$ cat config.mk
export PLATFORM = sky130hd
export DESIGN_NAME = fpx_top
export DESIGN_NICKNAME = d
export VERILOG_FILES = /design/src/fpx_pkg.sv /design/src/fpx_legacy.sv /design/src/fpx_vector.sv /design/src/fpx_top.sv
export VERILOG_INCLUDE_DIRS = /design/src
export SDC_FILE = /design/constraint.sdc
export NUM_CORES = 1
export LEC_CHECK = 0
export BUFFER_PORTS_ARGS = -buffer_cell sky130_fd_sc_hd__buf_2
export CORE_UTILIZATION = 50
export DETAILED_ROUTE_END_ITERATION = 6
export GPL_TIMING_DRIVEN = 1
export PLACE_DENSITY = 0.76
export REMOVE_ABC_BUFFERS = 1
export SLEW_MARGIN = 20
export SYNTH_ARGS = -nofsm -noshare
export SYNTH_HDL_FRONTEND = slang
export SYNTH_SLANG_ARGS = --single-unit
$ cat constraint.sdc
create_clock -name clk -period 5.15 [get_ports clk]
set_input_delay 0.515 -clock clk [delete_from_list [all_inputs] [get_ports clk]]
set_output_delay 0.515 -clock clk [all_outputs]
set_load 0.02 [all_outputs]
$ cat src/fpx_params.svh
/*
  fpx_params.svh: offsets, field positions, reset values and vector numbers
  of the floating-point exception signalling block.
  assumes: included by bare name; definitions only.
*/
`ifndef FPX_PARAMS_SVH
`define FPX_PARAMS_SVH

// register offsets (word addresses on the plain register port)
`define FPX_OFF_CTRL     4'h0
`define FPX_OFF_VCSR     4'h1
`define FPX_OFF_IRQ_STAT 4'h2
`define FPX_OFF_IRQ_MASK 4'h3
`define FPX_OFF_STATUS   4'h4

// main control register fields
`define FPX_CTRL_NATIVE_BIT 5

// vector control/status fields: flags [5:0], masks [11:6]
`define FPX_VFLAG_LSB    0
`define FPX_VMASK_LSB    6
`define FPX_NEXC         6

// reset values
`define FPX_CTRL_RST     32'h0000_0000
`define FPX_VCSR_RST     12'hfc0
`define FPX_IMASK_RST    4'h0

// vector numbers
`define FPX_VEC_LEGACY   8'h10
`define FPX_VEC_VECTOR   8'h13

// interrupt status bits
`define FPX_IRQ_LEGACY_LATCH 0
`define FPX_IRQ_LEGACY_TAKEN 1
`define FPX_IRQ_VEC_FAULT    2
`define FPX_IRQ_VEC_MASKED   3
`define FPX_NIRQ             4

`endif

$ cat src/fpx_pkg.sv
/*
  fpx_pkg.sv: types of the floating-point exception signalling block.
  assumes: fpx_params.svh is on the include path.
*/
`include "fpx_params.svh"

package fpx_pkg;

  typedef logic [`FPX_NEXC-1:0] fpx_exc_t;

  // one legacy scalar instruction step from the core
  typedef struct packed {
    logic     valid;
    logic     waiting;
    logic     raises;
    fpx_exc_t unmasked;
  } fpx_legacy_s;

  // one vector instruction completion, up to four lanes
  typedef struct packed {
    logic                    valid;
    logic [3:0][`FPX_NEXC-1:0] lane_exc;
  } fpx_vec_s;

  // exception taken by the core
  typedef struct packed {
    logic       take;
    logic [7:0] vector;
  } fpx_trap_s;

  typedef enum logic [2:0] {
    FPX_IDLE    = 3'b001,
    FPX_PENDING = 3'b010,
    FPX_TAKE    = 3'b100
  } fpx_leg_state_e;

endpackage : fpx_pkg

$ cat src/fpx_legacy.sv
/*
  fpx_legacy.sv: deferred error tracking of the legacy scalar unit.
  assumes: same clock as the top; instruction steps are one-cycle strobes.
*/
`timescale 1ns/100ps
`include "fpx_params.svh"

module fpx_legacy (
  // clock and reset
  input  wire logic              clk,
  input  wire logic              rst,
  // control
  input  wire logic              native_error_mode_bit,
  input  wire fpx_pkg::fpx_legacy_s step,
  // results
  output logic                   pending,
  output logic                   take,
  output logic                   latched
);
  import fpx_pkg::*;

  fpx_leg_state_e state;
  fpx_leg_state_e next_state;

  always_comb begin
    next_state = state;
    take       = 1'b0;
    latched    = 1'b0;
    case (state)
      FPX_IDLE: begin
        if (step.valid && step.raises && (|step.unmasked)) begin
          next_state = FPX_PENDING;  // [RULE2]
          latched    = 1'b1;
        end
      end
      FPX_PENDING: begin
        // no-wait steps pass by and leave it pending [RULE14] [RULE4]
        if (step.valid && step.waiting && native_error_mode_bit) begin
          take       = 1'b1;  // [RULE2] [RULE5]
          next_state = FPX_TAKE;
        end
      end
      FPX_TAKE: begin
        next_state = FPX_IDLE;  // handler clears the error state
      end
      default: next_state = FPX_IDLE;
    endcase
  end

  always_ff @(posedge clk or posedge rst) begin
    if (rst) begin
      state <= FPX_IDLE;
    end else begin
      state <= next_state;
    end
  end

  assign pending = (state == FPX_PENDING);

endmodule : fpx_legacy

$ cat src/fpx_vector.sv
/*
  fpx_vector.sv: flag merge and mask check of a vector instruction.
  assumes: combinational; lanes beyond the operand count carry zeros.
*/
`timescale 1ns/100ps
`include "fpx_params.svh"

module fpx_vector (
  // inputs
  input  wire fpx_pkg::fpx_vec_s vec,
  input  wire fpx_pkg::fpx_exc_t mask,
  // results
  output fpx_pkg::fpx_exc_t      merged,
  output logic                   fault
);
  import fpx_pkg::*;

  // one flag set per instruction, lane identity dropped
  genvar g;
  generate
    for (g = 0; g < `FPX_NEXC; g++) begin : g_or
      assign merged[g] = vec.valid & (vec.lane_exc[0][g] | vec.lane_exc[1][g]
                         | vec.lane_exc[2][g] | vec.lane_exc[3][g]);  // [RULE13] [RULE8]
    end
  endgenerate

  // only a new exceptional operation counts, never an old sticky flag
  assign fault = |(merged & ~mask);  // [RULE9] [RULE11]

endmodule : fpx_vector

$ cat src/fpx_top.sv
/*
  fpx_top.sv: floating-point exception signalling, legacy deferred errors
  and precise vector faults, with registers on a plain port.
  assumes: core presents instruction steps as one-cycle strobes on clk;
  single clock, asynchronous active-high reset.
*/
// The implementer's own choices: the address-and-strobe port and the register offsets.
// Overview of operation
// [RULE1] native error mode bit set to one selects internal error reporting
// [RULE2] unmasked legacy error latched; vector 16 taken before next waiting step; the code drops it when a vector fault wins the same cycle
// [RULE3] error output pin asserts on unmasked error in both modes alike
// [RULE4] native mode never takes vector 16 on a non-waiting step
// [RULE5] native mode delivers internally, no external delay path
// [RULE6] software keeps the external error interrupt line disabled
// [RULE7] masked vector exception gives default result, sticky flag, no signal
// [RULE8] packed vector ops keep one flag set, no lane record
// [RULE9] unmasked vector exception raises the vector fault, vector 19
// [RULE10] vector faults are precise, on the faulting instruction itself
// [RULE11] set sticky flag with clear mask never faults by itself
// [RULE12] software sets the descriptor entry for vector 19 first
// [RULE13] packed flags are the OR of all lane flags
// [RULE14] non-waiting step completes, legacy error stays pending
// [RULE15] native bit zero: no vector 16, error pin only
// [RULE16] taking a vector fault leaves sticky flags unchanged
`timescale 1ns/100ps
`include "fpx_params.svh"

module fpx_top (
  // clock and reset
  input  wire logic                 clk,
  input  wire logic                 rst,
  // register port
  input  wire logic [3:0]           reg_addr,
  input  wire logic [31:0]          reg_wdata,
  input  wire logic                 reg_wr,
  input  wire logic                 reg_rd,
  output logic      [31:0]          reg_rdata,
  // core instruction flow
  input  wire fpx_pkg::fpx_legacy_s legacy_step,
  input  wire fpx_pkg::fpx_vec_s    vec_done,
  // exception delivery
  output fpx_pkg::fpx_trap_s        trap,
  output logic                      fp_error_out_pin,
  output logic                      vec_default_result,
  output logic                      irq
);
  import fpx_pkg::*;

  //////////////////////////////////////////////////////////////////////////
  // state
  logic [31:0]          main_control_register;
  logic [11:0]          vector_fp_control_status;
  logic [`FPX_NIRQ-1:0] irq_stat;
  logic [`FPX_NIRQ-1:0] irq_mask;

  logic [31:0]          next_ctrl;
  logic [11:0]          next_vcsr;
  logic [`FPX_NIRQ-1:0] next_stat;
  logic [`FPX_NIRQ-1:0] next_mask;
  logic [31:0]          next_rdata;
  fpx_trap_s            next_trap;
  logic                 next_err;
  logic                 next_dflt;
  logic                 next_irq;

  logic                 native;
  logic                 leg_pending;
  logic                 leg_take;
  logic                 leg_latched;
  fpx_exc_t             vmerged;
  logic                 vfault;
  fpx_exc_t             vmask;
  logic [`FPX_NIRQ-1:0] events;

  assign native = main_control_register[`FPX_CTRL_NATIVE_BIT];  // [RULE1]
  assign vmask  = vector_fp_control_status[`FPX_VMASK_LSB +: `FPX_NEXC];

  //////////////////////////////////////////////////////////////////////////
  // engines
  fpx_legacy u_legacy (
    .clk                   (clk),
    .rst                   (rst),
    .native_error_mode_bit (native),
    .step                  (legacy_step),
    .pending               (leg_pending),
    .take                  (leg_take),
    .latched               (leg_latched)
  );

  fpx_vector u_vector (
    .vec    (vec_done),
    .mask   (vmask),
    .merged (vmerged),
    .fault  (vfault)
  );

  //////////////////////////////////////////////////////////////////////////
  // write decode, one strobe per writable register
  logic                 wr_ctrl;
  logic                 wr_vcsr;
  logic                 wr_stat;
  logic                 wr_mask;

  always_comb begin
    wr_ctrl = 1'b0;
    wr_vcsr = 1'b0;
    wr_stat = 1'b0;
    wr_mask = 1'b0;
    if (reg_wr) begin
      if (reg_addr == `FPX_OFF_CTRL) begin
        wr_ctrl = 1'b1;
      end else if (reg_addr == `FPX_OFF_VCSR) begin
        wr_vcsr = 1'b1;
      end else if (reg_addr == `FPX_OFF_IRQ_STAT) begin
        wr_stat = 1'b1;
      end else if (reg_addr == `FPX_OFF_IRQ_MASK) begin
        wr_mask = 1'b1;
      end
      // unmapped indices and the read-only status word drop the write
    end
  end

  //////////////////////////////////////////////////////////////////////////
  // main control register: the native error mode bit lives here
  always_comb begin
    next_ctrl = main_control_register;
    if (wr_ctrl) begin
      next_ctrl = reg_wdata;  // [RULE1]
    end
  end

  always_ff @(posedge clk or posedge rst) begin
    if (rst) begin
      main_control_register <= `FPX_CTRL_RST;
    end else begin
      main_control_register <= next_ctrl;
    end
  end

  //////////////////////////////////////////////////////////////////////////
  // vector control/status: masks and sticky flags
  always_comb begin
    next_vcsr = vector_fp_control_status;
    if (wr_vcsr) begin
      next_vcsr = reg_wdata[11:0];  // the only way flags are cleared [RULE16]
    end
    // flags set whether masked or not, and a fault leaves them alone; a new
    // flag still lands when software rewrites the register in that cycle
    next_vcsr[`FPX_VFLAG_LSB +: `FPX_NEXC] =
      next_vcsr[`FPX_VFLAG_LSB +: `FPX_NEXC] | vmerged;  // [RULE7] [RULE16]
  end

  always_ff @(posedge clk or posedge rst) begin
    if (rst) begin
      vector_fp_control_status <= `FPX_VCSR_RST;
    end else begin
      vector_fp_control_status <= next_vcsr;
    end
  end

  //////////////////////////////////////////////////////////////////////////
  // interrupt events, one bit per kind
  always_comb begin
    events                        = '0;
    events[`FPX_IRQ_LEGACY_LATCH] = leg_latched;
    events[`FPX_IRQ_LEGACY_TAKEN] = leg_take;
    events[`FPX_IRQ_VEC_FAULT]    = vfault;
    events[`FPX_IRQ_VEC_MASKED]   = (|vmerged) & ~vfault;
  end

  //////////////////////////////////////////////////////////////////////////
  // interrupt status, write one to clear
  always_comb begin
    next_stat = irq_stat;
    if (wr_stat) begin
      next_stat = irq_stat & ~reg_wdata[`FPX_NIRQ-1:0];
    end
    // set beats a same-cycle clear, so an event is never lost to a race
    next_stat = next_stat | events;
  end

  always_ff @(posedge clk or posedge rst) begin
    if (rst) begin
      irq_stat <= '0;
    end else begin
      irq_stat <= next_stat;
    end
  end

  //////////////////////////////////////////////////////////////////////////
  // interrupt mask, same layout as the status
  always_comb begin
    next_mask = irq_mask;
    if (wr_mask) begin
      next_mask = reg_wdata[`FPX_NIRQ-1:0];
    end
  end

  always_ff @(posedge clk or posedge rst) begin
    if (rst) begin
      irq_mask <= `FPX_IMASK_RST;
    end else begin
      irq_mask <= next_mask;
    end
  end

  //////////////////////////////////////////////////////////////////////////
  // read port: data stand one cycle after the strobe, zero otherwise
  always_comb begin
    next_rdata = 32'h0000_0000;
    if (reg_rd) begin
      if (reg_addr == `FPX_OFF_CTRL) begin
        next_rdata = main_control_register;
      end else if (reg_addr == `FPX_OFF_VCSR) begin
        next_rdata = {20'h0_0000, vector_fp_control_status};
      end else if (reg_addr == `FPX_OFF_IRQ_STAT) begin
        next_rdata = {28'h000_0000, irq_stat};
      end else if (reg_addr == `FPX_OFF_IRQ_MASK) begin
        next_rdata = {28'h000_0000, irq_mask};
      end else if (reg_addr == `FPX_OFF_STATUS) begin
        // lets software see the pin even while its external path is shut
        next_rdata = {30'h0, fp_error_out_pin, leg_pending};
      end
    end
  end

  always_ff @(posedge clk or posedge rst) begin
    if (rst) begin
      reg_rdata <= 32'h0000_0000;
    end else begin
      reg_rdata <= next_rdata;
    end
  end

  //////////////////////////////////////////////////////////////////////////
  // exception delivery to the core
  always_comb begin
    next_trap = '0;
    // the vector fault wins: it belongs to the instruction now completing,
    // while the legacy error has already waited; that legacy take is lost
    if (vfault) begin
      next_trap.take   = 1'b1;  // [RULE9] [RULE10]
      next_trap.vector = `FPX_VEC_VECTOR;
    end else if (leg_take) begin
      // internal, one cycle after the waiting step, no external path [RULE5]
      next_trap.take   = 1'b1;  // [RULE2] [RULE15]
      next_trap.vector = `FPX_VEC_LEGACY;
    end
  end

  always_ff @(posedge clk or posedge rst) begin
    if (rst) begin
      trap <= '0;
    end else begin
      trap <= next_trap;
    end
  end

  //////////////////////////////////////////////////////////////////////////
  // error output pin: high from the latch until the trap is taken
  always_comb begin
    // same instruction point in both modes; keeping its external path shut
    // in native mode is left to software
    next_err = leg_latched | (leg_pending & ~leg_take);  // [RULE3] [RULE15]
  end

  always_ff @(posedge clk or posedge rst) begin
    if (rst) begin
      fp_error_out_pin <= 1'b0;
    end else begin
      fp_error_out_pin <= next_err;
    end
  end

  //////////////////////////////////////////////////////////////////////////
  // default result pulse of a masked vector exception; no trap, only a status event
  always_comb begin
    next_dflt = (|vmerged) & ~vfault;  // [RULE7]
  end

  always_ff @(posedge clk or posedge rst) begin
    if (rst) begin
      vec_default_result <= 1'b0;
    end else begin
      vec_default_result <= next_dflt;
    end
  end

  //////////////////////////////////////////////////////////////////////////
  // interrupt line, taken from the next state so it moves with the status
  always_comb begin
    next_irq = |(next_stat & next_mask);
  end

  always_ff @(posedge clk or posedge rst) begin
    if (rst) begin
      irq <= 1'b0;
    end else begin
      irq <= next_irq;
    end
  end

endmodule : fpx_top

==> summary.md <==
| Metric | Value |
|---|---|
| Pwr dens | `347.1 nW/um^2` |
| Leakage | `2.374 nW` |
| Drt total wl | `7663 microns` |
| CTS resizes | `0` |
| Worst path arrival time | `2.30 ns` |
| Std cell rows | `31` |
| RSZ-0062 raised after global routing | `no` |
| Syn Area/Cell | `13.41 sq um` |
| Max-Cap Viols | `0` |
| Post-synthesis mux area share | `15.09%` |
| Multi-input logic area | `1296 sq um` |
| Chip height | `88.18 microns` |
| Top cell type's share of synthesized area | `57.28%` |
| Vias | `2612` |
| CTS Buffer Depth | `2` |
| Crit start category | `input pin` |
| Max VDD drop | `0.1992 mV` |
| Synth async-reset ratio | `100.0%` |
| Worst-margin pin slew | `0.8015 ns` |
| Die extent in x | `88.18 microns` |
| Synth top area cells | `dfrtp_1, mux2_2, dfstp_2, and3_1, a22o_1` |
| Xor-xnor portion of the synthesized cell area | `0%` |
| CTS Root Cell | `clkbuf_8` |
| Largest family of logic cells by synthesized area | `multiplexers` |
| GRT Util Overall | `20.67%` |
| Post-route clock skew | `0.005667 ns` |
| Highest clock rate | `482.2 MHz` |
| Synth Area in Adders | `0%` |
| Final worst path period share | `40.27%` |
| DRT iter0 DRCs | `106` |
| Setup TNS | `0 ns` |
| Number of buffers created by CTS | `9` |
| Final #Nets | `461` |
| First-pass GRT wire length | `11990 microns` |
| Post-synth EDFFs | `0` |
| Flop and latch count out of synthesis | `92` |
| Hold crit path type | `input pin to asynchronous set/reset pin` |
| Initial Util | `51.47%` |
| Post-CTS Setup Repair Bufs | `0` |
| Fillcell total | `582` |
| Unique masters post-synth | `45` |
| Outcome | `completed` |
| Cell taking the most area after synthesis | `dfrtp_1` |
| Slew Limit Fails | `0` |
| Area growth syn-to-layout | `22.30%` |
| Final setup fails | `0` |
| Core box area | `7214 sq um` |
| Slowest stage delay, CP | `0.54 ns` |
| Crit-path cells | `buf_2 -> nor4_1 -> o32ai_1 -> a211oi_2 -> a21boi_1 -> a2111o_1` |
| Hold buffer count at CTS | `0` |
| Synthesized cell area | `3714 sq um` |
| Ant diodes | `0` |
| Antenna viol nets, final | `0` |
| Clock slew at reported path FFs | `0.08 ns` |
| Die Area | `7776 sq um` |
| DRT Pass-1 Iters | `4` |
| Global placement routability congestion | `0.7858` |
| CP endpoint kind | `register` |
| Primary FF master, synth | `dfrtp_1` |
| Final Hold Fails | `0` |
| CP max-delay cell | `nor4_1` |
| CP required | `5.38 ns` |
| Post-synthesis sequential area ratio | `62.23%` |
| Residual DRC | `0` |
| Largest net degree at the start of global routing | `93` |
| Critical path type | `input pin to register` |
| Yosys warns | `0` |
| Post-synthesis simple-gate area fraction | `11.08%` |
| FF/Latch Area | `2311 sq um` |
| Post-Layout Cell Count | `491` |
| DR WL/cell | `15.61 microns` |
| DP HPWL | `5536 microns` |
| Vias per inst | `5.320` |
| Top Ports | `118` |
| Placed Instances | `475` |
| Final Hold Slack | `0.3738 ns` |
| Slew Limit Headroom | `46.57%` |
| GRT overflow | `0` |
| Initial antenna violation count | `0` |
| CTS H-tree depth | `3` |
| Vias in the first global route | `2496` |
| Clock Sinks | `92` |
| Critical Path Fanout Max | `6` |
| CTS tree | `done` |
| Post-layout min period | `2.074 ns` |
| Number of port buffers | `112` |
| Clock Latency Late Sink | `0.34 ns` |
| Ratio of cells with drive above 1 in the final layout | `46.94%` |
| Mapped Cells | `277` |
| Compound-Gate Fraction of Synth Area | `7.985%` |
==> sequential cells by signal, indices dropped and copies added, names as in the netlist <==
register / flops
irq_stat: 4
main_control_register: 32
reg_rdata: 32
fp_error_out_pin: 1
vec_default_result: 1
vector_fp_control_status: 12
irq_mask: 4
u_legacy.state: 3
irq: 1
trap: 2
==> layout make-up <==
type,count,share of cell area (%)
Sequential cell,92,50.88
Tap cell,99,2.727
Timing Repair Buffer,115,12.92
Inverter,6,0.5234
Clock inverter,6,1.598
Multi-Input combinational cell,163,28.54
Clock buffer,10,2.810
==> Yosys cell counts, types with 2 or more instances <==
master     n
o32ai_1    2
nor2_1     3
mux2_2    39
nand3_1    6
a22o_1     8
buf_4      7
mux2i_1    5
nand2_1   13
dfrtp_1   85
clkbuf_1   6
o21ai_0    4
inv_1      6
nor4_1     7
and3_1    24
a22oi_1    4
nor3b_1    2
nor2b_1    5
o41ai_1    2
a21oi_1    4
nand2b_1   3
and2_1     2
o22ai_1    3
a21o_1     3
buf_1      2
dfstp_2    7
mux4_2     2
buf_2      5
==> metal layers <==
| metal | up-vias | share of wire, % | track usage, % |
|---|---|---|---|
| met5 | - | 0 | 0 |
| met4 | 0 | 1.7 | 9.384 |
| met3 | 12 | 5.3 | 3.582 |
| met2 | 92 | 48 | 33.01 |
| met1 | 1296 | 45 | 27.78 |
| li1 | 1212 | - | - |
==> power breakdown <==
| group | total [mW] | leakage, nW | internal [mW] | switching [mW] |
|---|---|---|---|---|
| sequential | 0.871 | 1.14 | 0.824 | 0.0464 |
| combinational | 0.229 | 1.14 | 0.118 | 0.111 |
| clock | 0.477 | 0.0975 | 0.230 | 0.247 |
| total | 1.58 | 2.37 | 1.17 | 0.405 |
==> kinds of logic after synthesis <==
group	Yosys count
flip-flops	92
multiplexers	48
other	1
buffers and inverters	26
AO/OA/AOI/OAI	39
AND/OR/NAND/NOR	71
==> critical path, delay by kind of cell <==
family | cells | cell delay, ns
compound gates | 4 | 1.16
buf+inv | 1 | 0.09
simple gates | 1 | 0.54
==> metrics by stage <==
step                total power, mW  area (sq um)  worst slack, ns  utilization (%)
floorplan                     1.021          3621            2.255                -
global placement              1.101          4338            2.774            60.13
detailed placement            1.116          4338            2.700            60.13
CTS                           1.593          4538            3.071            62.90
global route                  1.660          4542            2.986            62.96
finish                        1.576          4542            3.076            62.96
==> worst paths after layout <==
path	start	cells past startpoint	slack (ns)	to
max reg2reg	vector_fp_control_status[7]$_DFFE_PP1P_	5	3.29	irq$_DFF_PP0_
min in group clk	reg_wdata[17]	2	0.40	main_control_register[17]$_DFFE_PP0P_
max	vec_done[8]	6	3.08	irq$_DFF_PP0_
max in group asynchronous	rst	3	4.23	vector_fp_control_status[5]$_DFF_PP0_
min	rst	3	0.37	reg_rdata[26]$_DFF_PP0_
min reg2reg	main_control_register[2]$_DFFE_PP0P_	2	0.50	main_control_register[2]$_DFFE_PP0P_
==> layout by cell type (no fill, tap or decap), types with 2 or more instances in the layout <==
master | netlist | final
nor2b_1 | 5 | 5
nand2_1 | 13 | 13
and3_1 | 24 | 24
clkinv_4 | 0 | 2
nor3b_1 | 2 | 2
conb_1 | 1 | 5
nor2_1 | 3 | 3
dfrtp_1 | 85 | 85
a21o_1 | 3 | 3
a22o_1 | 8 | 8
inv_1 | 6 | 5
nand2b_1 | 3 | 3
o22ai_1 | 3 | 3
nor4_1 | 7 | 7
mux4_2 | 2 | 2
clkbuf_8 | 0 | 9
mux2_2 | 39 | 39
buf_4 | 7 | 2
o41ai_1 | 2 | 2
a22oi_1 | 4 | 4
mux2i_1 | 5 | 5
and2_1 | 2 | 2
dfstp_2 | 7 | 7
a21oi_1 | 4 | 4
nand3_1 | 6 | 6
o21ai_0 | 4 | 4
o32ai_1 | 2 | 2
inv_6 | 0 | 2
buf_2 | 5 | 112
No activity file was read; power rests on OpenSTA's default activity.
